## src/verilog/duart_host_pkg.sv

```systemverilog
`default_nettype none
package duart_host_pkg;
   // Register offsets within one channel
   localparam logic [2:0] OFS_DATA      = 3'h0;
   localparam logic [2:0] OFS_DIV_HIGH  = 3'h1;
   localparam logic [2:0] OFS_FIFO_CTRL = 3'h2;
   localparam logic [2:0] OFS_LINE_CTRL = 3'h3;
   localparam logic [2:0] OFS_MODEM     = 3'h4;
   localparam logic [2:0] OFS_LINE_STAT = 3'h5;
   localparam logic [2:0] OFS_MODE      = 3'h6;
   localparam logic [2:0] OFS_FEATURE   = 3'h7;
   // Reset values
   localparam logic [7:0] DIV_LOW_RST   = 8'h01;
   localparam logic [7:0] DIV_HIGH_RST  = 8'h00;
   localparam logic [7:0] CTRL_RST      = 8'h00;
   localparam logic [7:0] MODE_RST      = 8'h80;
   localparam logic [9:0] SHIFT_IDLE    = 10'h3ff;
   // Field positions
   localparam int FIFO_EN_BIT    = 0;
   localparam int RX_FLUSH_BIT   = 1;
   localparam int TX_FLUSH_BIT   = 2;
   localparam int BLOCK_BIT      = 3;
   localparam int TRIG_LSB       = 6;
   localparam int DIV_LATCH_BIT  = 7;
   localparam int RTS_BIT        = 1;
   localparam int PRESCALE_BIT   = 7;
   localparam int X16_BIT        = 7;
   localparam int AUTO_DIR_BIT   = 3;
   localparam int LSR_RX_BIT     = 0;
   localparam int LSR_THR_FREE   = 5;
   localparam int LSR_TX_EMPTY   = 6;
   // Counts
   localparam logic [1:0] PRESC4_LAST  = 2'h3;
   localparam logic [3:0] SMP16_LAST   = 4'hf;
   localparam logic [3:0] SMP8_LAST    = 4'h7;
   localparam logic [3:0] FRAME_LAST   = 4'h9;
   localparam int FIFO_DEPTH_DEF       = 64;
   // Receive trigger levels selected by fifo_ctrl_reg[7:6]
   localparam logic [3:0][6:0] RX_TRIG = {7'h38, 7'h20, 7'h10, 7'h01};
endpackage
`default_nettype wire

```

## src/verilog/dual_uart_host_ready_dir_ctl.sv

```systemverilog
// Function
// - Two active-low selects pick none, channel A, channel B or both.
// - Each channel owns a full independent register set.
// - Per channel 64-byte transmit and receive FIFOs with triggers and levels.
// - Prescaler divides input clock by 1 or 4 under software control.
// - Sampling clock is 8X or 16X the bit rate.
// - Host bus is 8 data, 3 address lines, shared by both channels.
// - Bus cycles are framed only by selects and read/write strobes.
// - Reset high over 40 ns returns registers and serial outputs to default.
// - Divisor zero: high divisor reads identity, low divisor reads revision.
// - Auto direction goes to receive once last stop bit has left.
// - Auto direction returns to transmit when a new byte is loaded.
// - Auto direction is off after reset, enabled by feature bit 3.
// - Direction output high for receive, low for transmit.
// - FIFO control bit 3 selects block mode, cleared means single-character.
// - Single mode: rx ready low while receive FIFO holds a byte.
// - Single mode: tx ready low only while transmit FIFO empty.
// - Block mode: rx ready falls at trigger or timeout, rises when empty.
// - Block mode: tx ready low while transmit FIFO has free room.
// - Line status bit 5 is holding room free, bit 6 transmitter empty.
`timescale 1ns/100ps
`default_nettype none

module byte_fifo
   import duart_host_pkg::*;
#(
   parameter int WIDTH = 8,
   parameter int DEPTH = FIFO_DEPTH_DEF
)(
   input  wire logic                           core_clk,
   input  wire logic                           rst,
   input  wire logic                           flush,
   input  wire logic                           in_valid,
   output logic                                in_ready,
   input  wire logic [WIDTH-1:0]               in_data,
   output logic                                out_valid,
   input  wire logic                           out_ready,
   output logic [WIDTH-1:0]                    out_data,
   output logic [$clog2(DEPTH+1)-1:0]          level
);
   localparam int AW = $clog2(DEPTH);
   localparam int LW = $clog2(DEPTH+1);
   typedef struct packed {
      logic [AW-1:0] wp;
      logic [AW-1:0] rp;
      logic [LW-1:0] cnt;
   } fifo_state_t;
   fifo_state_t        s_q;
   fifo_state_t        s_d;
   logic [WIDTH-1:0]   mem [DEPTH];
   logic               push;
   logic               pop;

   // Pointers wrap naturally, so DEPTH must be a power of two
   assign in_ready  = (s_q.cnt != LW'(DEPTH));
   assign out_valid = (s_q.cnt != '0);
   assign out_data  = mem[s_q.rp];
   assign level     = s_q.cnt;
   assign push      = in_valid & in_ready;
   assign pop       = out_valid & out_ready;

   always_comb
   begin
      s_d = s_q;
      if (flush)
      begin
         s_d = '0;
      end
      else
      begin
         if (push)
            s_d.wp = AW'(s_q.wp + 1'b1);
         if (pop)
            s_d.rp = AW'(s_q.rp + 1'b1);
         s_d.cnt = LW'(s_q.cnt + LW'(push) - LW'(pop));
      end
   end

   always_ff @(posedge core_clk)
   begin
      if (rst)
         s_q <= '0;
      else
         s_q <= s_d;
   end

   always_ff @(posedge core_clk)
   begin
      if (push && !flush)
         mem[s_q.wp] <= in_data;
   end
endmodule

module dual_uart_host_ready_dir_ctl
   import duart_host_pkg::*;
#(
   parameter int          FIFO_DEPTH = FIFO_DEPTH_DEF,
   parameter logic [7:0]  DEVICE_ID  = 8'h5c, // Arbitrary value
   parameter logic [7:0]  REVISION   = 8'h03  // Arbitrary value
)(
   input  wire logic              core_clk,
   input  wire logic              rst,
   input  wire logic              chan_a_select_n,
   input  wire logic              chan_b_select_n,
   input  wire logic              host_read_strobe_n,
   input  wire logic              host_write_strobe_n,
   input  wire logic [2:0]        host_addr,
   input  wire logic [7:0]        host_data_in,
   output logic [7:0]             host_data_out,
   output logic                   host_data_oe,
   input  wire logic [1:0]        rx_byte_valid,
   input  wire logic [1:0][7:0]   rx_byte_data,
   output logic [1:0]             rx_byte_ready,
   input  wire logic [1:0]        rx_timeout,
   output logic [1:0]             tx_serial,
   output logic [1:0]             line_dir,
   output logic [1:0]             rx_ready_n,
   output logic [1:0]             tx_ready_n
);
   localparam int LW = $clog2(FIFO_DEPTH+1);

   typedef struct packed {
      logic [1:0]         csa_s;
      logic [1:0]         csb_s;
      logic [1:0]         rd_s;
      logic [1:0]         wr_s;
      logic [1:0][2:0]    addr_s;
      logic [1:0][7:0]    din_s;
      logic               rd_p;
      logic               wr_p;
      logic [1:0]         w_cs_n;
      logic [2:0]         w_addr;
      logic [7:0]         w_data;
      logic [1:0]         r_cs_n;
      logic [2:0]         r_addr;
      logic [7:0]         dout;
      logic               doe;
      logic [1:0][7:0]    dll;
      logic [1:0][7:0]    divisor_high;
      logic [1:0][7:0]    fifo_ctrl_reg;
      logic [1:0][7:0]    lcr;
      logic [1:0][7:0]    mcr;
      logic [1:0][7:0]    mode;
      logic [1:0][7:0]    feature_ctrl_reg;
      logic [1:0]         rx_blk;
      logic [1:0][1:0]    pre_cnt;
      logic [1:0][15:0]   div_cnt;
      logic [1:0][3:0]    smp_cnt;
      logic [1:0][3:0]    bit_cnt;
      logic [1:0][9:0]    shft;
      logic [1:0]         busy;
   } host_state_t;

   host_state_t            s_q;
   host_state_t            s_d;
   logic [1:0]             tx_push;
   logic [1:0]             tx_pop;
   logic [1:0]             rx_pop;
   logic [1:0]             tx_flush;
   logic [1:0]             rx_flush;
   logic [1:0]             rx_push;
   logic [1:0]             tx_valid;
   logic [1:0]             tx_in_rdy;
   logic [1:0]             rx_valid;
   logic [1:0]             rx_in_rdy;
   logic [1:0][7:0]        tx_data;
   logic [1:0][7:0]        rx_data;
   logic [1:0][LW-1:0]     tx_lvl;
   logic [1:0][LW-1:0]     rx_lvl;

   // Select pins are active low; bit c set means channel c is addressed
   function automatic logic [1:0] chan_hit(input logic [1:0] cs_n);
      chan_hit = ~cs_n;
   endfunction

   assign host_data_out = s_q.dout;
   assign host_data_oe  = s_q.doe;

   always_comb
   begin
      logic        wr_rise;
      logic        rd_rise;
      logic        rc;
      logic        fen;
      logic        pre_tick;
      logic [15:0] div_last;
      logic [3:0]  smp_last;
      logic [7:0]  line_status_reg;
      logic [1:0]  hit;
      wr_rise  = 1'b0;
      hit      = 2'h0;
      rd_rise  = 1'b0;
      rc       = 1'b0;
      fen      = 1'b0;
      pre_tick = 1'b0;
      div_last = '0;
      smp_last = '0;
      line_status_reg      = '0;
      s_d      = s_q;
      tx_push  = '0;
      tx_pop   = '0;
      rx_pop   = '0;
      tx_flush = '0;
      rx_flush = '0;
      rx_push  = '0;
      // Host pins are asynchronous: two stages before use
      s_d.csa_s  = {s_q.csa_s[0], chan_a_select_n};
      s_d.csb_s  = {s_q.csb_s[0], chan_b_select_n};
      s_d.rd_s   = {s_q.rd_s[0], host_read_strobe_n};
      s_d.wr_s   = {s_q.wr_s[0], host_write_strobe_n};
      s_d.addr_s = {s_q.addr_s[0], host_addr};
      s_d.din_s  = {s_q.din_s[0], host_data_in};
      s_d.rd_p   = s_q.rd_s[1];
      s_d.wr_p   = s_q.wr_s[1];
      // Act on strobe release, using what was held while the strobe was low
      wr_rise = s_q.wr_s[1] & ~s_q.wr_p;
      rd_rise = s_q.rd_s[1] & ~s_q.rd_p;
      hit     = chan_hit(s_q.w_cs_n);
      if (!s_q.wr_s[1])
      begin
         s_d.w_cs_n = {s_q.csb_s[1], s_q.csa_s[1]};
         s_d.w_addr = s_q.addr_s[1];
         s_d.w_data = s_q.din_s[1];
      end
      if (!s_q.rd_s[1])
      begin
         s_d.r_cs_n = {s_q.csb_s[1], s_q.csa_s[1]};
         s_d.r_addr = s_q.addr_s[1];
      end
      // A read with both selects low is illegal; stay off the bus then
      s_d.doe = ~s_q.rd_s[1] & (s_q.csa_s[1] ^ s_q.csb_s[1]);
      rc      = s_q.csa_s[1];
      for (int c = 0; c < 2; c++)
      begin
         fen = s_q.fifo_ctrl_reg[c][FIFO_EN_BIT];
         // Without FIFOs each direction holds a single byte
         rx_push[c] = rx_byte_valid[c] & (fen | (rx_lvl[c] == '0));
         // Writes land in every selected channel
         if (wr_rise && hit[c])
         begin
            unique case (s_q.w_addr)
               OFS_DATA:
                  if (s_q.lcr[c][DIV_LATCH_BIT])
                     s_d.dll[c] = s_q.w_data;
                  else
                     tx_push[c] = fen | (tx_lvl[c] == '0);
               OFS_DIV_HIGH:
                  if (s_q.lcr[c][DIV_LATCH_BIT])
                     s_d.divisor_high[c] = s_q.w_data;
               OFS_FIFO_CTRL:
               begin
                  s_d.fifo_ctrl_reg[c]  = s_q.w_data & 8'hf9;
                  rx_flush[c] = s_q.w_data[RX_FLUSH_BIT];
                  tx_flush[c] = s_q.w_data[TX_FLUSH_BIT];
               end
               OFS_LINE_CTRL:
                  s_d.lcr[c] = s_q.w_data;
               OFS_MODEM:
                  s_d.mcr[c] = s_q.w_data;
               OFS_MODE:
                  s_d.mode[c] = s_q.w_data;
               OFS_FEATURE:
                  s_d.feature_ctrl_reg[c] = s_q.w_data;
               default:
                  ;
            endcase
         end
         // Reading the data register consumes a received byte
         rx_pop[c] = rd_rise & (s_q.r_cs_n == ~(2'h1 << c)) & (s_q.r_addr == OFS_DATA)
                     & ~s_q.lcr[c][DIV_LATCH_BIT];
         // Block-mode receive ready latch; clearing on empty wins
         if (rx_lvl[c] == '0)
            s_d.rx_blk[c] = 1'b0;
         else if (rx_timeout[c]
                  || rx_lvl[c] >= LW'(RX_TRIG[s_q.fifo_ctrl_reg[c][TRIG_LSB +: 2]]))
            s_d.rx_blk[c] = 1'b1;
         // Baud timing: prescale, divisor, 8X or 16X sample count
         div_last = ({s_q.divisor_high[c], s_q.dll[c]} == 16'h0000) ? 16'h0000
                    : 16'({s_q.divisor_high[c], s_q.dll[c]} - 16'h0001);
         smp_last = s_q.mode[c][X16_BIT] ? SMP16_LAST : SMP8_LAST;
         pre_tick = ~s_q.mcr[c][PRESCALE_BIT] | (s_q.pre_cnt[c] == PRESC4_LAST);
         if (!s_q.busy[c])
         begin
            s_d.pre_cnt[c] = '0;
            s_d.div_cnt[c] = '0;
            s_d.smp_cnt[c] = '0;
            s_d.bit_cnt[c] = '0;
            if (tx_valid[c])
            begin
               s_d.shft[c] = {1'b1, tx_data[c], 1'b0};
               s_d.busy[c] = 1'b1;
               tx_pop[c]   = 1'b1;
            end
         end
         else
         begin
            s_d.pre_cnt[c] = s_q.mcr[c][PRESCALE_BIT] ? 2'(s_q.pre_cnt[c] + 2'h1) : 2'h0;
            if (pre_tick)
            begin
               if (s_q.div_cnt[c] >= div_last)
               begin
                  s_d.div_cnt[c] = '0;
                  if (s_q.smp_cnt[c] == smp_last)
                  begin
                     s_d.smp_cnt[c] = '0;
                     s_d.shft[c]    = {1'b1, s_q.shft[c][9:1]};
                     if (s_q.bit_cnt[c] == FRAME_LAST)
                        s_d.busy[c] = 1'b0;
                     else
                        s_d.bit_cnt[c] = 4'(s_q.bit_cnt[c] + 4'h1);
                  end
                  else
                     s_d.smp_cnt[c] = 4'(s_q.smp_cnt[c] + 4'h1);
               end
               else
                  s_d.div_cnt[c] = 16'(s_q.div_cnt[c] + 16'h0001);
            end
         end
      end
      // Read data for the one selected channel
      line_status_reg = '0;
      line_status_reg[LSR_RX_BIT]   = (rx_lvl[rc] != '0);
      line_status_reg[LSR_THR_FREE] = s_q.fifo_ctrl_reg[rc][FIFO_EN_BIT] ? tx_in_rdy[rc] : (tx_lvl[rc] == '0);
      line_status_reg[LSR_TX_EMPTY] = (tx_lvl[rc] == '0) & ~s_q.busy[rc];
      unique case (s_q.addr_s[1])
         OFS_DATA:
            if (!s_q.lcr[rc][DIV_LATCH_BIT])
               s_d.dout = rx_data[rc];
            else if ({s_q.divisor_high[rc], s_q.dll[rc]} == 16'h0000)
               s_d.dout = REVISION;
            else
               s_d.dout = s_q.dll[rc];
         OFS_DIV_HIGH:
            if (!s_q.lcr[rc][DIV_LATCH_BIT])
               s_d.dout = 8'h00;
            else if ({s_q.divisor_high[rc], s_q.dll[rc]} == 16'h0000)
               s_d.dout = DEVICE_ID;
            else
               s_d.dout = s_q.divisor_high[rc];
         OFS_FIFO_CTRL:
            s_d.dout = 8'h00;
         OFS_LINE_CTRL:
            s_d.dout = s_q.lcr[rc];
         OFS_MODEM:
            s_d.dout = s_q.mcr[rc];
         OFS_LINE_STAT:
            s_d.dout = line_status_reg;
         OFS_MODE:
            s_d.dout = 8'(rx_lvl[rc]);
         OFS_FEATURE:
            s_d.dout = 8'(tx_lvl[rc]);
         default:
            s_d.dout = 8'h00;
      endcase
   end

   always_ff @(posedge core_clk)
   begin
      if (rst)
      begin
         s_q        <= '0;
         s_q.csa_s  <= 2'h3;
         s_q.csb_s  <= 2'h3;
         s_q.rd_s   <= 2'h3;
         s_q.wr_s   <= 2'h3;
         s_q.rd_p   <= 1'b1;
         s_q.wr_p   <= 1'b1;
         s_q.w_cs_n <= 2'h3;
         s_q.r_cs_n <= 2'h3;
         s_q.dll    <= {2{DIV_LOW_RST}};
         s_q.divisor_high    <= {2{DIV_HIGH_RST}};
         s_q.fifo_ctrl_reg    <= {2{CTRL_RST}};
         s_q.feature_ctrl_reg   <= {2{CTRL_RST}};
         s_q.mode   <= {2{MODE_RST}};
         s_q.shft   <= {2{SHIFT_IDLE}};
      end
      else
         s_q <= s_d;
   end

   for (genvar c = 0; c < 2; c++)
   begin : g_chan
      byte_fifo #(.WIDTH(8), .DEPTH(FIFO_DEPTH)) u_tx_fifo (
         .core_clk  (core_clk),
         .rst       (rst),
         .flush     (tx_flush[c]),
         .in_valid  (tx_push[c]),
         .in_ready  (tx_in_rdy[c]),
         .in_data   (s_q.w_data),
         .out_valid (tx_valid[c]),
         .out_ready (tx_pop[c]),
         .out_data  (tx_data[c]),
         .level     (tx_lvl[c])
      );
      byte_fifo #(.WIDTH(8), .DEPTH(FIFO_DEPTH)) u_rx_fifo (
         .core_clk  (core_clk),
         .rst       (rst),
         .flush     (rx_flush[c]),
         .in_valid  (rx_push[c]),
         .in_ready  (rx_in_rdy[c]),
         .in_data   (rx_byte_data[c]),
         .out_valid (rx_valid[c]),
         .out_ready (rx_pop[c]),
         .out_data  (rx_data[c]),
         .level     (rx_lvl[c])
      );
      assign rx_byte_ready[c] = rx_in_rdy[c] & (s_q.fifo_ctrl_reg[c][FIFO_EN_BIT] | ~rx_valid[c]);
      assign tx_serial[c]     = s_q.shft[c][0];
      // Auto mode: receive only once queue and shifter are both drained
      assign line_dir[c] = s_q.feature_ctrl_reg[c][AUTO_DIR_BIT]
                           ? (~s_q.busy[c] & (tx_lvl[c] == '0)) : ~s_q.mcr[c][RTS_BIT];
      assign rx_ready_n[c] = (s_q.fifo_ctrl_reg[c][FIFO_EN_BIT] & s_q.fifo_ctrl_reg[c][BLOCK_BIT])
                             ? ~s_q.rx_blk[c] : (rx_lvl[c] == '0);
      assign tx_ready_n[c] = (s_q.fifo_ctrl_reg[c][FIFO_EN_BIT] & s_q.fifo_ctrl_reg[c][BLOCK_BIT])
                             ? ~tx_in_rdy[c] : (tx_lvl[c] != '0);

      chk_dir_tx_state: assert property (@(posedge core_clk) disable iff (rst)
         s_q.feature_ctrl_reg[c][AUTO_DIR_BIT] && tx_lvl[c] != '0 |-> !line_dir[c])
         else $error("direction not transmit with byte queued");
      chk_dir_rx_idle: assert property (@(posedge core_clk) disable iff (rst)
         s_q.feature_ctrl_reg[c][AUTO_DIR_BIT] && $fell(s_q.busy[c]) && tx_lvl[c] == '0 |-> line_dir[c])
         else $error("direction not receive after last stop bit");
      chk_autodir_reset: assert property (@(posedge core_clk)
         rst |=> !line_dir[c] == s_q.mcr[c][RTS_BIT] && !s_q.feature_ctrl_reg[c][AUTO_DIR_BIT])
         else $error("auto direction active after reset");
      chk_rx_ready_n_single: assert property (@(posedge core_clk) disable iff (rst)
         s_q.fifo_ctrl_reg[c][FIFO_EN_BIT] && !s_q.fifo_ctrl_reg[c][BLOCK_BIT] |-> rx_ready_n[c] == (rx_lvl[c] == '0))
         else $error("single mode rx ready wrong");
      chk_tx_ready_n_single: assert property (@(posedge core_clk) disable iff (rst)
         s_q.fifo_ctrl_reg[c][FIFO_EN_BIT] && !s_q.fifo_ctrl_reg[c][BLOCK_BIT] |-> tx_ready_n[c] == (tx_lvl[c] != '0))
         else $error("single mode tx ready wrong");
      chk_tx_ready_n_block: assert property (@(posedge core_clk) disable iff (rst)
         s_q.fifo_ctrl_reg[c][FIFO_EN_BIT] && s_q.fifo_ctrl_reg[c][BLOCK_BIT]
         |-> tx_ready_n[c] == (tx_lvl[c] == LW'(FIFO_DEPTH)))
         else $error("block mode tx ready wrong");
      chk_rx_ready_n_release: assert property (@(posedge core_clk) disable iff (rst)
         s_q.fifo_ctrl_reg[c][FIFO_EN_BIT] && s_q.fifo_ctrl_reg[c][BLOCK_BIT] && $stable(s_q.fifo_ctrl_reg[c])
         && $past(rx_lvl[c]) == '0 |-> rx_ready_n[c])
         else $error("block mode rx ready not released on empty");
      chk_start_bit: assert property (@(posedge core_clk) disable iff (rst)
         $rose(s_q.busy[c]) |-> !tx_serial[c] ##1 !tx_serial[c])
         else $error("start bit not driven");
      chk_presc_idle: assert property (@(posedge core_clk) disable iff (rst)
         !s_q.mcr[c][PRESCALE_BIT] && s_q.busy[c] |=> s_q.pre_cnt[c] == 2'h0)
         else $error("prescaler counting while divide by 1");
   end
endmodule
`default_nettype wire

```

## config.mk

```make
export PLATFORM = sky130hd
export DESIGN_NAME = dual_uart_host_ready_dir_ctl
export DESIGN_NICKNAME = d
export VERILOG_FILES = /design/src/verilog/duart_host_pkg.sv /design/src/verilog/dual_uart_host_ready_dir_ctl.sv
export SDC_FILE = /design/constraint.sdc
export NUM_CORES = 2
export LEC_CHECK = 0
export BUFFER_PORTS_ARGS = -buffer_cell sky130_fd_sc_hd__buf_2
export CORE_ASPECT_RATIO = 1.25
export CORE_MARGIN = 2
export CORE_UTILIZATION = 31
export DETAILED_ROUTE_END_ITERATION = 6
export PLACE_DENSITY = 0.54
export SLEW_MARGIN = 30
export SYNTH_ARGS = -nofsm -noshare
export SYNTH_HDL_FRONTEND = slang
export SYNTH_HIERARCHICAL = 1
export SYNTH_SLANG_ARGS = --single-unit
```

## constraint.sdc

```tcl
create_clock -name core_clk -period 4.6 [get_ports core_clk]
set_clock_uncertainty 0.05 [all_clocks]
set_input_delay 0.92 -clock core_clk [delete_from_list [all_inputs] [get_ports core_clk]]
set_output_delay 0.92 -clock core_clk [all_outputs]
set_load 0.05 [all_outputs]
```

Word-level counts from Yosys, hierarchy flattened

Memories as Yosys holds them, arrays and structs flattened. A register that Yosys moved wholly into a read port is not among the register bits.
Cells that the tools add are included.

Shifts and indexed selects: 0
$add $sub $neg: 26
Muxes and demuxes: 96
Div/mod/pow operators: 0
Multipliers: 0
Equality and inequality tests: 31
Reduce and logical (&&, ||, !) cells: 60
Bitwise operators: 56
Magnitude comparators: 7

Operator list:

| cell                                                | count |
|---|---|
| two-way mux 8 bit                                   | 14 |
| two-way mux 10 bit                                  | 10 |
| two-way mux 16 bit                                  | 4 |
| case mux 8 bit (8 select lines)                     | 1 |
| adder 6 x 1 -> 6 bit (second input constant)        | 8 |
| logical NOT 16 bit                                  | 3 |
| two-way mux 6 bit                                   | 8 |
| two-way mux 1 bit                                   | 47 |
| two-way mux 7 bit                                   | 6 |
| logical NOT 7 bit                                   | 5 |
| nonzero test 7 bit                                  | 5 |
| adder 16 x 1 -> 16 bit (second input constant)      | 2 |
| >= comparator 16 bit                                | 2 |
| subtractor 16 x 1 -> 16 bit (second input constant) | 2 |
| adder 7 x 1 -> 7 bit                                | 4 |
| binary-select mux 7 bit (select 2 bit)              | 2 |
| != test 7 bit (second input constant)               | 4 |
| subtractor 7 x 1 -> 7 bit                           | 4 |
| AND 1 bit                                           | 26 |
| AND reduction 2 bit                                 | 12 |
| equality test 3 bit (second input constant)         | 7 |
| NOT 1 bit                                           | 20 |
| adder 4 x 1 -> 4 bit (second input constant)        | 4 |
| two-way mux 4 bit                                   | 4 |
| other kinds (23)                                    | 72 |

Bits in writable memories: 2048
Input port bits: 37
Memories kept: 4
Register bits after elaboration: 311
Logic and storage cells: 336
Bits in latches: 0
ROM bits: 0
Output and inout port bits: 19

Memories:

| name                    | words | bits a word | rd ports | clocked after Yosys merged registers in | wr ports | line                               | source |
|---|---|---|---|---|---|---|---|
| g_chan[0].u_rx_fifo.mem | 64    | 8           | 1        | 1                                       | 1        | dual_uart_host_ready_dir_ctl.sv:50 | `logic [WIDTH-1:0] mem [DEPTH];` |
| g_chan[0].u_tx_fifo.mem | 64    | 8           | 1        | 1                                       | 1        | dual_uart_host_ready_dir_ctl.sv:50 |  |
| g_chan[1].u_rx_fifo.mem | 64    | 8           | 1        | 1                                       | 1        | dual_uart_host_ready_dir_ctl.sv:50 |  |
| g_chan[1].u_tx_fifo.mem | 64    | 8           | 1        | 1                                       | 1        | dual_uart_host_ready_dir_ctl.sv:50 |  |

Logic depth before layout (Yosys ltp)

Depth after elaboration: 9
Depth in mapped cells: 18
Depth with buffers taken out: 17

By module

Netlist, hierarchy kept.

Modules (own cells, without submodules):

| module                              | cells an instance | area each (µm²) | sequential area each (µm²) | times used |
|---|---|---|---|---|
| byte_fifo (g_chan[0].u_tx_fifo ...) | 1024              | 20976.4         | 15875.2                    | 2 |
| byte_fifo (g_chan[1].u_tx_fifo)     | 1035              | 21141.5         | 15875.2                    | 1 |
| byte_fifo (g_chan[0].u_rx_fifo)     | 1027              | 21035.2         | 15875.2                    | 1 |
| dual_uart_host_ready_dir_ctl        | 1274              | 10875.4         | 4184.0                     | 1 |

Worst setup path after synthesis

No wires, ideal clock.

Path kind: flip-flop to flip-flop
Start point: reg s_q[178] (netlist name)
End point: reg s_q[8] (netlist name)
Buffers on the path: 3
Path slack: 735 ps
Period minus slack after synthesis: 3865 ps
Data arrival time: 3687 ps
Required time: 4421 ps
Stages on the path, launching flop included: 18
Library setup time: 129 ps
Path through: dfxtp_1 > clkbuf_1 > or4_1 > nor4_1 > nand2b_1 > nor2_1 > nand4b_1 > buf_2 > nand2_1 > ha_1 > nand4_1 > nor3_2 > or4b_4 > nand4_1 > a41oi_2 > buf_2 > a2111oi_2 > a21oi_1

Longest elaborated chain between the ends: 5
Elaborated cells between the ends (all ways): 6
Classes of those cells: 1 x add/sub; 1 x order compare; 1 x eq/ne; 1 x mux; 2 x reduce/logical

Ends and longest elaborated chain:

| element                                                           | line                                                                     | source |
|---|---|---|
| start, declared                                                   | dual_uart_host_ready_dir_ctl.sv:154                                      | `host_state_t s_q;` |
| subtractor 16 x 1 -> 16 bit or logical NOT 16 bit (tied branches) | dual_uart_host_ready_dir_ctl.sv:279, dual_uart_host_ready_dir_ctl.sv:278 |  |
| two-way mux 16 bit (*)                                            | dual_uart_host_ready_dir_ctl.sv:278                                      | `div_last = ({s_q.divisor_high[c], s_q.dll[c]} == 16'h0000) ? 16'h0000` |
| >= comparator 16 bit (*)                                          | dual_uart_host_ready_dir_ctl.sv:300                                      | `if (s_q.div_cnt[c] >= div_last)` |
| != test 2 x 1 -> 1 bit (no source line) (*)                       | -                                                                        |  |
| AND reduction 4 bit (no source line) (*)                          | -                                                                        |  |

Mark *: on every way between the ends. The rest lies on a longest branch, timed or not.
A chain may end at the register's enable or synchronous reset.

Worst setup path in the final report

Start point: reg s_q[156] (netlist name)
End point: reg s_q[6] (netlist name)

The elaborated chain is that of the path after synthesis.

==> impl_metrics.tcl <==
set metrics [dict create \
    outcome "finished with violations" \
    violations "design-rule violations" \
    grt_util_met2_pct 25.1 \
    synthTopCellsByArea "edfxtp_1 (65%), mux4_2 (12%), dfxtp_1 (6.5%)" \
    wl_per_cell_um 23.7 \
    root_buffer "clkbuf_16" \
    arrival_ns 4.95 \
    syn-num-nets 5523 \
    rows 227 \
    fin_cells 9871 \
    slew_viol_final 0 \
    synth_cells 5384 \
    gp_congestion 0.851 \
    fmax_mhz 233 \
    core_area_mm2 0.305 \
    total_leakage_power_uw 0.0346 \
    grt_max_degree 140 \
    fillers 28300 \
    pre_cts_slack_ns 0.289 \
    grt_use_total_pct 14.7 \
    finalWirelength_um 234000 \
    io_pins 56 \
    ir_worst_vdd_mv 0.319 \
    ys_seq_elements 2357 \
    final_nets 5799 \
    final.setup.worst_slack_ns 0.310 \
    max_slew_margin_pct 35.1 \
    finalCritPeriodShare_pct 93.3 \
    async_reset_ff_share_pct 0 \
    grt_pass1_vias 50700 \
    seq_power_share_pct 48.8 \
    critPathKind "reg -> reg" \
    top_usage_layer "met2" \
    synth_area_per_cell_um2 17.6 \
    drc 1 \
    port_buffers 55 \
    clk_latency_ns 0.91 \
    dp.cells 9430 \
    synth_edf_count 2048 \
    chipWidth_um 499 \
    tightest_slew_ns 0.974 \
    hold_path.class "in -> reg" \
    cts_made_buffers 233 \
    yosys.area.top_type "edfxtp_1" \
    die_y_um 623 \
    htreeDepth 4 \
    hold_viol 0 \
    ys_seq_area_share_pct 71.2 \
    drt_iter0_drc 4080 \
    setup_viol 0 \
    pwr-share-clk_pct 39.8 \
    yosys_most_used_dff "edfxtp_1" \
    antenna_found_initial 14 \
    drv_cap 0 \
    use_met1_pct 19.3 \
    path_clk_slew_ns 0.08 \
    cts.path.max_buffers 4 \
    fin_crit_ns 4.29 \
    synth.cell_area_mm2 0.0950 \
    clock-sinks 2357 \
    hold_buffers 0 \
    startpoint_type "flop" \
    p_comb_share_pct 11.4 \
    ant_nets 0 \
    vias_per_cell 4.98 \
    grt_pass1_wl_um 344000 \
    cellPowerDensity_mw_per_mm2 449 \
    layout-drive-gt1-share_pct 23.1 \
    grtUsageMet3_pct 2.02 \
    power.switching_uw 11800 \
    dr.pass1.iters 7 \
    synth_top_area_share_pct 64.7 \
    cts_tree "built" \
    netlist-cell-type-count 79 \
    via_count 49100 \
    start_util_pct 31.1 \
    syn_to_final_growth_pct 14.7 \
    overflow 0 \
    yosys_warnings 6 \
    p_int_uw 37100 \
    worst_setup_path_end_kind "flop" \
    place_hpwl_um 149000 \
    die-area_mm2 0.311 \
    worst-path-max-fanout 15 \
    swShare_pct 24.1 \
    required_ns 5.26 \
]
metal layers:
metal | share of wire, % | vias to the layer above | wire length [µm]
li1 | - | 21800 | -
met1 | 42 | 25600 | 97600
met2 | 50 | 1293 | 117000
met3 | 5.1 | 348 | 12000
met4 | 3.1 | 6 | 7150
met5 | 0.013 | - | 31
path summary, 6_finish.rpt:
| kind | startpoint | cells past startpoint | end | slack, ns |
|---|---|---|---|---|
| max reg2reg | s_q[156] | 17 | s_q[6] | 0.31 |
| min reg2reg | s_q[70] | 1 | s_q[70] | 0.37 |
| min | host_read_strobe_n | 2 | s_d[242] | 0.18 |
| max | s_q[156] | 17 | s_q[6] | 0.31 |
state kept, by name (all words and copies together), names as in the netlist, 14 cells and up, named ones only:
signal	flops
s_q	181
s_d	17
g_chan.u_tx_fifo/mem	1024
g_chan.u_tx_fifo/level	14
g_chan.u_tx_fifo/s_q	24
g_chan.u_rx_fifo/level	14
g_chan.u_rx_fifo/mem	1024
g_chan.u_rx_fifo/s_q	24
cell families (layout without fill, tap and decap cells):
kind of cell / Yosys count / count (layout) / synth area share, %
other: 0 / 9 / 0
and+or+nand+nor: 1197 / 1197 / 5.89
muxes: 736 / 736 / 14.9
AOI/OAI and AO/OA: 481 / 481 / 3.38
buffers and inverters: 400 / 871 / 2.24
adders and majority gates: 102 / 102 / 1.37
xor gates and xnor gates: 111 / 111 / 1.02
DFF: 2357 / 2357 / 71.2
final cells by class:
| class | instances | area, µm² | area share [%] |
|---|---|---|---|
| antenna | 9 | 22.5 | 0.0207 |
| clock buffer | 276 | 6150 | 5.64 |
| clock inverter | 154 | 1630 | 1.50 |
| tap | 4007 | 5010 | 4.60 |
| timing repair buffer | 371 | 2910 | 2.67 |
| multi-input combinational | 2627 | 25200 | 23.1 |
| sequential | 2357 | 67800 | 62.2 |
| inverter | 70 | 263 | 0.241 |
cell usage after synthesis, drive strengths merged, types with 16 or more instances:
library cell,count
nand2b,29
mux2i,167
mux2,44
xnor2,42
or3,18
a211oi,23
clkbuf,124
ha,98
xor2,69
or2,32
and2,16
nand3,88
a21oi,123
and3,26
nand3b,17
edfxtp,2048
nand4,30
nor2b,78
mux4,525
inv,67
o211ai,16
a22oi,80
nor2,575
dfxtp,309
buf,206
o22ai,56
o21ai,67
nand2,183
nor3,38
what timing repair did:
item                                    in CTS  in global routing
resized for setup                            0                  2
hold endpoints to repair                     0                  0
setup buffers                                0                  1
endpoints found under the setup margin       0                  4
per-stage QoR:
stage                     util, %  power, µW  hold slack [ns]  cell area [µm²]  setup TNS [ns]
after global routing         35.7      50600            0.159           109000        -0.00575
after floorplan                 -      28200            0.339            95000               0
after detailed placement     33.1      29900            0.360           101000               0
after global placement       33.1      29900            0.353           101000               0
final                        35.7      48900            0.184           109000               0
after CTS                    35.7      49500            0.119           109000               0
placed cells by master, fill, tap and decap left out, types with 17 or more instances in the layout:
cell type	n
buf_4	297
o22ai_1	56
nor2b_1	78
and3_1	26
mux4_1	32
dfxtp_1	288
clkinv_1	36
mux2_2	44
a22oi_1	80
buf_12	20
clkinv_2	46
edfxtp_1	2048
nand4_1	30
xor2_1	69
dfxtp_4	18
nand3b_1	17
a211oi_1	23
bufinv_16	30
o21ai_0	48
nand2_1	182
mux2i_1	167
nand3_1	88
inv_1	67
mux4_2	493
o21ai_1	17
clkinvlp_4	29
or2_2	32
clkbuf_1	32
buf_2	53
clkbuf_16	237
xnor2_1	42
nand2b_1	29
ha_1	98
a21oi_1	123
nor3_1	36
nor2_1	574
or3_1	18
worst max-delay path, cell delays in order (launching register included):
cell and delay [ns]:
dfxtp_1 0.31, or4_1 0.59, nor4_1 0.30, nand2b_1 0.14
nor2_1 0.15, nand2_1 0.08, xnor2_1 0.15, nand2_1 0.07
ha_1 0.29, nand4_1 0.12, nor3_2 0.25, or4b_4 0.51
nand4_1 0.12, buf_4 0.17, a41oi_2 0.11, buf_4 0.23
a2111oi_0 0.38, a21oi_1 0.08
power groups by stage:
stage / clock (µW) / sequential, µW / combinational (µW)
6_report: 19500 / 23800 / 5570
5_1_grt: 20700 / 23900 / 6010
4_1_cts: 20000 / 23800 / 5640
3_5_place_dp: 0 / 24300 / 5620
3_3_place_gp: 0 / 24300 / 5580
2_1_floorplan: 0 / 24000 / 4270
Note: power is estimated with default switching activity, not from simulation.
